--- src/rtl/cmmd_pkg.sv ---
// constants shared by the memory map decoder files
package cmmd_pkg;
   // internal data space
   localparam logic [7:0] IDATA_UPPER_BASE = 8'h80;
   localparam logic [7:0] BANK_AREA_END = 8'h1f;
   localparam logic [7:0] BIT_AREA_BASE = 8'h20;
   localparam logic [7:0] BIT_AREA_END = 8'h2f;
   localparam int BANK_COUNT = 4;
   localparam int BANK_SIZE = 8;
   // external data space
   localparam int XRAM_BYTES = 1024;
   localparam int XRAM_ADDR_W = 10;
   // program space
   localparam logic [15:0] FLASH_MAIN_END = 16'h3fff;
   localparam logic [15:0] FLASH_FACTORY_BASE = 16'h3e00;
   localparam logic [15:0] FLASH_EXTRA_BASE = 16'h8000;
   localparam logic [15:0] FLASH_EXTRA_END = 16'h807f;
   localparam int FLASH_SECTOR_BYTES = 512;
   localparam int FLASH_SECTOR_W = 9;
   // reset values
   localparam logic [1:0] BANK_SEL_RESET = 2'h0;
   // decode target codes
   typedef enum logic [3:0] {
      CMMD_TGT_NONE = 4'h0,
      CMMD_TGT_IRAM = 4'h1,
      CMMD_TGT_SFS = 4'h2,
      CMMD_TGT_XRAM = 4'h4,
      CMMD_TGT_FLASH = 4'h8
   } cmmd_target_t;
endpackage

--- src/rtl/cmmd_flash_if.sv ---
// carrier between the decoder and its flash program/erase sequencer
`timescale 1ns/1ns
interface cmmd_flash_if;
   logic erase_req; // one-cycle erase request
   logic write_req; // one-cycle byte write request
   logic [15:0] addr; // program address
   logic [7:0] wdata; // byte to program
   logic busy; // sequencer busy
   logic denied; // last request blocked
   modport dec (output erase_req, write_req, addr, wdata, input busy, denied);
   modport seq (input erase_req, write_req, addr, wdata, output busy, denied);
endinterface

--- src/rtl/cmmd_flash_seq.sv ---
// flash sector erase / byte program sequencer with factory sector lockout
`timescale 1ns/1ns
module cmmd_flash_seq #(
   parameter int OP_CYCLES = 16
) (
   input wire logic clk_i,
   input wire logic rst_n_i,
   cmmd_flash_if.seq fl,
   output logic [15:0] sector_base_o
);
   // ------------------------------------------------------------
   // sequencer state
   // ------------------------------------------------------------
   logic [15:0] cnt_reg, cnt_next; // cycles left in operation
   logic busy_reg, busy_next;
   logic denied_reg, denied_next; // sticky until next request
   logic [15:0] base_reg, base_next; // sector base for an erase, full byte address for a write
   logic req; // any request

   // next state: erase works on a whole sector, write keeps address
   always_comb begin
      req = fl.erase_req | fl.write_req;
      cnt_next = cnt_reg;
      busy_next = busy_reg;
      denied_next = denied_reg;
      base_next = base_reg;
      if (busy_reg) begin
         cnt_next = cnt_reg - 16'h0001;
         if (cnt_reg == 16'h0001) begin
            busy_next = 1'b0;
         end
      end else if (req) begin
         // requests into the factory sector are refused
         if (fl.addr >= cmmd_pkg::FLASH_FACTORY_BASE && fl.addr <= cmmd_pkg::FLASH_MAIN_END) begin
            denied_next = 1'b1;
         end else begin
            denied_next = 1'b0;
            busy_next = 1'b1;
            cnt_next = 16'(OP_CYCLES);
            // RL8 - sector aligned erase
            base_next = fl.erase_req ?
               {fl.addr[15:cmmd_pkg::FLASH_SECTOR_W], {cmmd_pkg::FLASH_SECTOR_W{1'b0}}} :
               fl.addr;
         end
      end
   end

   // registers only
   always_ff @(posedge clk_i or negedge rst_n_i) begin
      if (!rst_n_i) begin
         cnt_reg <= 16'h0000;
         busy_reg <= 1'b0;
         denied_reg <= 1'b0;
         base_reg <= 16'h0000;
      end else begin
         cnt_reg <= cnt_next;
         busy_reg <= busy_next;
         denied_reg <= denied_next;
         base_reg <= base_next;
      end
   end

   assign fl.busy = busy_reg;
   assign fl.denied = denied_reg;
   assign sector_base_o = base_reg;
endmodule

--- src/rtl/cmmd_decoder.sv ---
// memory map decoder: internal data, external data and program space
`timescale 1ns/1ns
// How it works
// RL1 - indirect upper half goes to RAM
// RL2 - direct upper half goes to special space
// RL3 - lower half same for both modes
// RL4 - low 32 bytes are four register banks
// RL5 - next 16 bytes bit addressable too
// RL6 - 1024-byte block answers across 64k
// RL7 - flash is 16k plus 128 bytes
// RL8 - in-system sector erase, 512 bytes
// RL9 - software avoids 0x3e00 to 0x3fff
// RL10 - extra 128-byte block at 0x8000
// RL11 - external block uses low ten bits
module cmmd_decoder #(
   parameter int FLASH_OP_CYCLES = 16
) (
   input wire logic clk_sys_i,
   input wire logic reset_n_i,
   // internal data access
   input wire logic [7:0] idata_addr_i,
   input wire logic idata_indirect_i,
   input wire logic idata_valid_i,
   // register bank operand
   input wire logic [1:0] bank_sel_i,
   input wire logic [2:0] reg_num_i,
   // bit access
   input wire logic [6:0] bit_addr_i,
   // external data access
   input wire logic [15:0] xdata_addr_i,
   input wire logic xdata_valid_i,
   // program access
   input wire logic [15:0] code_addr_i,
   input wire logic code_valid_i,
   // flash programming requests
   input wire logic flash_erase_i,
   input wire logic flash_write_i,
   input wire logic [7:0] flash_wdata_i,
   // decode results
   output logic [3:0] idata_target_o,
   output logic [7:0] iram_index_o,
   output logic [6:0] sfs_index_o,
   output logic [7:0] reg_index_o,
   output logic [7:0] bit_byte_index_o,
   output logic [2:0] bit_pos_o,
   output logic xram_sel_o,
   output logic [9:0] xram_index_o,
   output logic flash_main_sel_o,
   output logic flash_extra_sel_o,
   output logic [13:0] flash_index_o,
   output logic [6:0] flash_extra_index_o,
   output logic code_unmapped_o,
   output logic flash_busy_o,
   output logic flash_denied_o,
   output logic [15:0] flash_sector_o
);
   // ------------------------------------------------------------
   // reset release
   // ------------------------------------------------------------
   logic rst_s1_reg, rst_n; // two-stage release, async assert

   // synchroniser: first stage read only by second
   always_ff @(posedge clk_sys_i or negedge reset_n_i) begin
      if (!reset_n_i) begin
         rst_s1_reg <= 1'b0;
         rst_n <= 1'b0;
      end else begin
         rst_s1_reg <= 1'b1;
         rst_n <= rst_s1_reg;
      end
   end

   // ------------------------------------------------------------
   // internal data decode
   // ------------------------------------------------------------
   logic [3:0] it_next, it_reg; // target of internal access
   logic [7:0] iram_next, iram_reg;
   logic [6:0] sfs_next, sfs_reg;
   logic [7:0] regi_next, regi_reg; // register operand byte
   logic [7:0] bbyte_next, bbyte_reg;
   logic [2:0] bpos_next, bpos_reg;

   // register bank address: bank times eight plus register number
   function automatic logic [7:0] bank_addr(input logic [1:0] b, input logic [2:0] r);
      bank_addr = {3'h0, b, r};
   endfunction

   // combinational decode for the internal space
   always_comb begin
      it_next = cmmd_pkg::CMMD_TGT_NONE;
      iram_next = iram_reg;
      sfs_next = sfs_reg;
      if (idata_valid_i) begin
         if (idata_addr_i >= cmmd_pkg::IDATA_UPPER_BASE) begin
            if (idata_indirect_i) begin
               // RL1 - indirect reaches upper RAM
               it_next = cmmd_pkg::CMMD_TGT_IRAM;
               iram_next = idata_addr_i;
            end else begin
               // RL2 - direct reaches special space
               it_next = cmmd_pkg::CMMD_TGT_SFS;
               sfs_next = idata_addr_i[6:0];
            end
         end else begin
            // RL3 - mode does not matter here
            it_next = cmmd_pkg::CMMD_TGT_IRAM;
            iram_next = idata_addr_i;
         end
      end
      // RL4 - selected bank gives operands
      regi_next = bank_addr(bank_sel_i, reg_num_i);
      // RL5 - bit address into bytes 0x20..0x2f
      bbyte_next = cmmd_pkg::BIT_AREA_BASE + {4'h0, bit_addr_i[6:3]};
      bpos_next = bit_addr_i[2:0];
   end

   // registers for internal decode
   always_ff @(posedge clk_sys_i or negedge rst_n) begin
      if (!rst_n) begin
         it_reg <= cmmd_pkg::CMMD_TGT_NONE;
         iram_reg <= 8'h00;
         sfs_reg <= 7'h00;
         regi_reg <= 8'h00;
         bbyte_reg <= 8'h00;
         bpos_reg <= 3'h0;
      end else begin
         it_reg <= it_next;
         iram_reg <= iram_next;
         sfs_reg <= sfs_next;
         regi_reg <= regi_next;
         bbyte_reg <= bbyte_next;
         bpos_reg <= bpos_next;
      end
   end

   // ------------------------------------------------------------
   // external data decode
   // ------------------------------------------------------------
   logic xsel_next, xsel_reg;
   logic [9:0] xidx_next, xidx_reg;

   // every address hits the block, it repeats every 1k
   always_comb begin
      // RL6 - no address misses the block
      xsel_next = xdata_valid_i;
      // RL11 - upper six bits ignored
      xidx_next = xdata_addr_i[cmmd_pkg::XRAM_ADDR_W-1:0];
   end

   always_ff @(posedge clk_sys_i or negedge rst_n) begin
      if (!rst_n) begin
         xsel_reg <= 1'b0;
         xidx_reg <= 10'h000;
      end else begin
         xsel_reg <= xsel_next;
         xidx_reg <= xidx_next;
      end
   end

   // ------------------------------------------------------------
   // program space decode
   // ------------------------------------------------------------
   logic fm_next, fm_reg, fx_next, fx_reg, un_next, un_reg;
   logic [13:0] fi_next, fi_reg;
   logic [6:0] fxi_next, fxi_reg;

   // main array below 0x4000, extra block at 0x8000, rest unmapped
   always_comb begin
      fm_next = 1'b0;
      fx_next = 1'b0;
      un_next = 1'b0;
      fi_next = code_addr_i[13:0];
      fxi_next = code_addr_i[6:0];
      if (code_valid_i) begin
         // RL7 - 16k main array
         if (code_addr_i <= cmmd_pkg::FLASH_MAIN_END) begin
            fm_next = 1'b1;
         // RL10 - extra block decode
         end else if (code_addr_i >= cmmd_pkg::FLASH_EXTRA_BASE &&
                      code_addr_i <= cmmd_pkg::FLASH_EXTRA_END) begin
            fx_next = 1'b1;
         end else begin
            un_next = 1'b1;
         end
      end
   end

   always_ff @(posedge clk_sys_i or negedge rst_n) begin
      if (!rst_n) begin
         fm_reg <= 1'b0;
         fx_reg <= 1'b0;
         un_reg <= 1'b0;
         fi_reg <= 14'h0000;
         fxi_reg <= 7'h00;
      end else begin
         fm_reg <= fm_next;
         fx_reg <= fx_next;
         un_reg <= un_next;
         fi_reg <= fi_next;
         fxi_reg <= fxi_next;
      end
   end

   // ------------------------------------------------------------
   // flash programming
   // ------------------------------------------------------------
   cmmd_flash_if fl();
   assign fl.erase_req = flash_erase_i;
   assign fl.write_req = flash_write_i;
   assign fl.addr = code_addr_i;
   assign fl.wdata = flash_wdata_i;

   // RL9 - factory sector refused as a guard
   cmmd_flash_seq #(.OP_CYCLES(FLASH_OP_CYCLES)) u_seq (
      .clk_i(clk_sys_i),
      .rst_n_i(rst_n),
      .fl(fl),
      .sector_base_o(flash_sector_o)
   );

   // ------------------------------------------------------------
   // outputs
   // ------------------------------------------------------------
   assign idata_target_o = it_reg;
   assign iram_index_o = iram_reg;
   assign sfs_index_o = sfs_reg;
   assign reg_index_o = regi_reg;
   assign bit_byte_index_o = bbyte_reg;
   assign bit_pos_o = bpos_reg;
   assign xram_sel_o = xsel_reg;
   assign xram_index_o = xidx_reg;
   assign flash_main_sel_o = fm_reg;
   assign flash_extra_sel_o = fx_reg;
   assign flash_index_o = fi_reg;
   assign flash_extra_index_o = fxi_reg;
   assign code_unmapped_o = un_reg;
   assign flash_busy_o = fl.busy;
   assign flash_denied_o = fl.denied;
endmodule

--- config.mk ---
export PLATFORM = sky130hd
export DESIGN_NAME = cmmd_decoder
export DESIGN_NICKNAME = d
export VERILOG_FILES = /design/src/rtl/cmmd_pkg.sv /design/src/rtl/cmmd_flash_if.sv /design/src/rtl/cmmd_flash_seq.sv /design/src/rtl/cmmd_decoder.sv
export SDC_FILE = /design/constraint.sdc
export NUM_CORES = 1
export LEC_CHECK = 0
export BUFFER_PORTS_ARGS = -buffer_cell sky130_fd_sc_hd__buf_2
export CORE_AREA = 8 8 96 98
export CTS_CLUSTER_DIAMETER = 50
export CTS_CLUSTER_SIZE = 24
export DETAILED_ROUTE_END_ITERATION = 8
export DIE_AREA = 0 0 104 106
export PLACE_DENSITY = 0.77
export REMOVE_ABC_BUFFERS = 1
export SLEW_MARGIN = 10
export SYNTH_ARGS = -nofsm -noshare
export SYNTH_HDL_FRONTEND = slang
export SYNTH_HIERARCHICAL = 1
export SYNTH_SLANG_ARGS = --single-unit
--- constraint.sdc ---
create_clock -name clk_sys_i -period 3.3 [get_ports clk_sys_i]
set_clock_uncertainty 0.2 [all_clocks]
set_input_delay 0.33 -clock clk_sys_i [delete_from_list [all_inputs] [get_ports clk_sys_i]]
set_output_delay 0.33 -clock clk_sys_i [all_outputs]
set_load 0.005 [all_outputs]
==> results.md <==
- The flow ran to the end, and the final reports show no timing, DRC or antenna violations.
- The number of setup violations in the final report is 0.
- The biggest area contributor in the post-synthesis netlist is sky130_fd_sc_hd__dfrtp_1.
- Entering global routing, the biggest net connects 43 pins.
- Yosys instantiated no cell more often than sky130_fd_sc_hd__dfrtp_1.
- The floorplan step set the die width to approximately 100 um.
- The largest fanout on the critical path is 17.
- The first global-routing pass estimated 14.7 mm of wire.
- Overall power consumption after layout is estimated at 2.55 mW.
- The standard-cell row count is 33.
- The sum of overflow across all layers after global routing is 0.
- The portion of netlist area occupied by mux cells is under 10%.
- The worst hold path belongs to the class in -> reg.
- The synthesized netlist devotes 7.24% of its cell area to compound gates.
- The area added between synthesis and finish is 38.8%.
- In this run, the number of DRC markers left after iteration 0 of detailed routing was 57.
- The prevailing post-synth register cell is sky130_fd_sc_hd__dfrtp_1.
- In this run the top signal layer used is met4.
- The measured slew at the worst slew-check pin is 715 ps.
- Summed over all nets, wire length on met3 after detailed routing comes to 669 um.
- The net count of the finished layout is 498.
- After detailed routing, the number of remaining DRC violations is 0.
- Setup repair after global routing left no endpoint under its margin.
- The effective utilization at floorplan is 43.6%.
- The initial antenna violation count is 1.
- The cell area after synthesis is 3420 sq um.
- In this run the most critical hold path is launched from idata_addr_i[6].
- The fraction of synthesis flops using an asynchronous set or reset pin is 100%.
- In this run the critical register-to-register path is launched from u_seq/fl.busy.
- The die is 106 um tall.
- The static leakage power is approximately 2.3 nW.
- Counting the buffers created by CTS gives 9.
- Of the total synthesized cell area, the portion taken by XOR and XNOR cells is 0%.
- Counting along the longest clock path gives a buffer depth of 2.
- The count of max-cap constraint violations is 0.
- The top-level port count is 159.
- In this run the mean area of a mapped cell was 13.6 sq um.
- The synthesis-stage register bit count is 94.
- For this design, the slowest cell found on the critical path is sky130_fd_sc_hd__o41ai_4.
- The synthesis warning total is 6.
- The H-tree level count is 3.
- Sorting the synthesized cells by how often they occur yields sky130_fd_sc_hd__dfrtp_1, sky130_fd_sc_hd__nand2_1, sky130_fd_sc_hd__o21ai_0, sky130_fd_sc_hd__mux2_2, sky130_fd_sc_hd__buf_4.
- Counting both buffers and inverters, the worst setup path holds a total of 3.
- The number of placed instances, taps included, is slightly below 500.
- The final weighted congestion of routability-driven global placement is approximately 0.76.
- The via density per instance is 4.76.
- The routed wire length is roughly 9 mm.
- The vias after detailed routing is 2567.
- For the worst setup path, the data required time is 3350 ps.
- The power density normalized to cell area is 537 nW/um^2.
- By startpoint and endpoint, the worst setup path is classified as in -> reg.
- The adder and majority gate portion of the synthesized area is 0.731%.
- STA classifies the critical path endpoint as a flop.
- Once detailed placement completed, the half-perimeter wirelength came to 6.19 mm.
- In this run the standard cell core region covers approximately 7800 sq um.
- The layout has 612 filler cells.
- The non-filler instance count after layout is 539.
- Summed over all failing endpoints, the final setup total negative slack is 0 ps.
- The final core utilization is 60.6%.
- The highest achievable clock rate is slightly above 400 MHz.
- After detailed routing, the average wire length per cell comes to ~17 um.
- The final hold violation count is 0.
- Summing the sequential cell areas from Yosys gives approximately 70% of the chip area.
- For the worst setup path, the data arrival time is 2490 ps.
- The number of buffers added for setup after CTS is 0.
- Clock tree synthesis found a total of 94 sinks.
- The highest cell delay on the worst timing path is 620 ps.
- Synthesis produced a netlist whose cell count is between 200 and 300.
- The largest family of logic cells by synthesized area is simple AND/OR/NAND/NOR gates.
- After routing the design area is 4750 sq um.
- The worst voltage drop across the vdd grid is 0.362 mV.
- The layout cell share with drive strength beyond 1 is 42.5%.
- The launch point of the critical path is code_addr_i[9].
- The number of detailed-routing iterations run before antenna repair is 4.
- The number of max-slew violations in the final report is 0.
- STA classifies the critical path startpoint as an input pin.
- After detailed placement, the total cell area comes to 4170 sq um.
- The via count of the first global-routing pass is 2669.
- In the global route stage, overall resource usage came out at 16.7%.
- The TritonCTS clock tree is built.
- The count of nets left with antenna violations once routing finished came out at 0.
- The buffer cell driving the clock tree root is sky130_fd_sc_hd__clkbuf_8.
- After clock tree synthesis, the clock-pin slew on the worst setup and hold paths is 100 ps.
- Input and output buffers added on the ports amount to 136.
- For this block, wires on met1 add up to 3.67 mm.
- Summed over all nets, wire length on met2 after detailed routing comes to 4.52 mm.
- The floorplan step defined a die boundary enclosing roughly 11000 sq um.
- Sorting the synthesized cells by area gives the leading types as sky130_fd_sc_hd__dfrtp_1, sky130_fd_sc_hd__mux2_2, sky130_fd_sc_hd__buf_4.
- For the finished layout, the period the worst path requires is approximately 2400 ps.
- The distinct cell type count of the synthesized netlist is 41.
- The category of cells accounting for the largest share of critical-path delay is buffers and inverters.
- The fraction of synthesized cell area taken by the top area cell type is 68.7%.
- The clock reaches the later pin of the worst-skew pair after between 300 and 400 ps.
- Counting flops with a built-in enable in the synthesized netlist gives 0.
- Measured against its own limit, the worst slew margin works out to between 50 and 60%.
- The signal on the critical path passes through dlygate4sd3_1, buf_2, nand4_1, o41ai_4, buf_4, mux2_2.
- After Yosys synthesis, and, or, nand and nor cells account for about an eighth of the synthesized area.
- Of the available clock period, the critical path in the final layout requires between 70% and 80%.
-- worst paths after layout --
| check | end | slack, ps | depth (start not counted) |
|---|---|---|---|
| max in group asynchronous | iram_index_o[3] | 2020 | 1 |
| min in group asynchronous | rst_n | 70 | 2 |
| hold reg to reg | u_seq/sector_base_o[10] | 110 | 0 |
| setup / recovery | u_seq/sector_base_o[9] | 860 | 6 |
| hold / removal | sfs_index_o[6] | 20 | 2 |
| setup reg to reg | u_seq/sector_base_o[9] | 1390 | 4 |
-- per-stage QoR --
step	hold slack (ps)	setup slack, ps
detailed placement	-83.5	1040
finish	23.5	858
global placement	-84.9	1100
floorplan	-166	288
global route	11.7	732
CTS	6.67	901
-- layer usage --
| metal | GRT usage, % | up-vias |
|---|---|---|
| li1 | - | 1201 |
| met2 | 28.1 | 105 |
| met4 | 6.00 | 0 |
| met5 | 0 | - |
| met1 | 19.9 | 1250 |
| met3 | 5.26 | 11 |
-- cell type report --
cell class	count	area, sq um	area share [%]
timing repair buffer	178	1090	23.0
multi-input combinational	136	941	19.8
tap	105	131	2.76
clock inverter	6	68.8	1.45
inverter	9	33.8	0.711
clock buffer	10	128	2.69
sequential	94	2360	49.6
antenna	1	2.50	0.0527
-- layout by cell type (no fill, tap or decap), types with 2 or more instances in the layout --
master,count
sky130_fd_sc_hd__nand2_1,21
sky130_fd_sc_hd__nand3_1,10
sky130_fd_sc_hd__dlygate4sd3_1,38
sky130_fd_sc_hd__buf_2,136
sky130_fd_sc_hd__a21oi_1,2
sky130_fd_sc_hd__inv_6,2
sky130_fd_sc_hd__nand4_1,2
sky130_fd_sc_hd__clkbuf_8,9
sky130_fd_sc_hd__buf_4,4
sky130_fd_sc_hd__nand2b_1,11
sky130_fd_sc_hd__ha_1,2
sky130_fd_sc_hd__o31ai_1,2
sky130_fd_sc_hd__dfrtp_1,93
sky130_fd_sc_hd__nand4b_1,2
sky130_fd_sc_hd__o211ai_1,2
sky130_fd_sc_hd__nor3_1,4
sky130_fd_sc_hd__mux2_2,19
sky130_fd_sc_hd__nor2_1,6
sky130_fd_sc_hd__clkinv_2,2
sky130_fd_sc_hd__inv_1,9
sky130_fd_sc_hd__o21ai_0,20
sky130_fd_sc_hd__o41ai_1,2
sky130_fd_sc_hd__conb_1,10
-- kinds of logic after synthesis --
group / after synthesis
other: 2
muxes: 19
adders and majority gates: 2
AOI/OAI and AO/OA: 37
DFF: 94
buffers and inverters: 29
and+or+nand+nor: 68
-- what timing repair did --
| item | 4_1_cts | 5_1_grt |
|---|---|---|
| hold endpoints to repair | 39 | 0 |
| hold buffers | 38 | 0 |
| gates resized for setup | 0 | 0 |
-- power by group --
group / total (mW) / internal [mW] / switching, mW / leakage [nW]
combinational: 0.387 / 0.212 / 0.174 / 1.14
clock: 0.757 / 0.359 / 0.398 / 0.103
sequential: 1.41 / 1.28 / 0.125 / 1.11
Note: power is estimated with default switching activity, not from simulation.
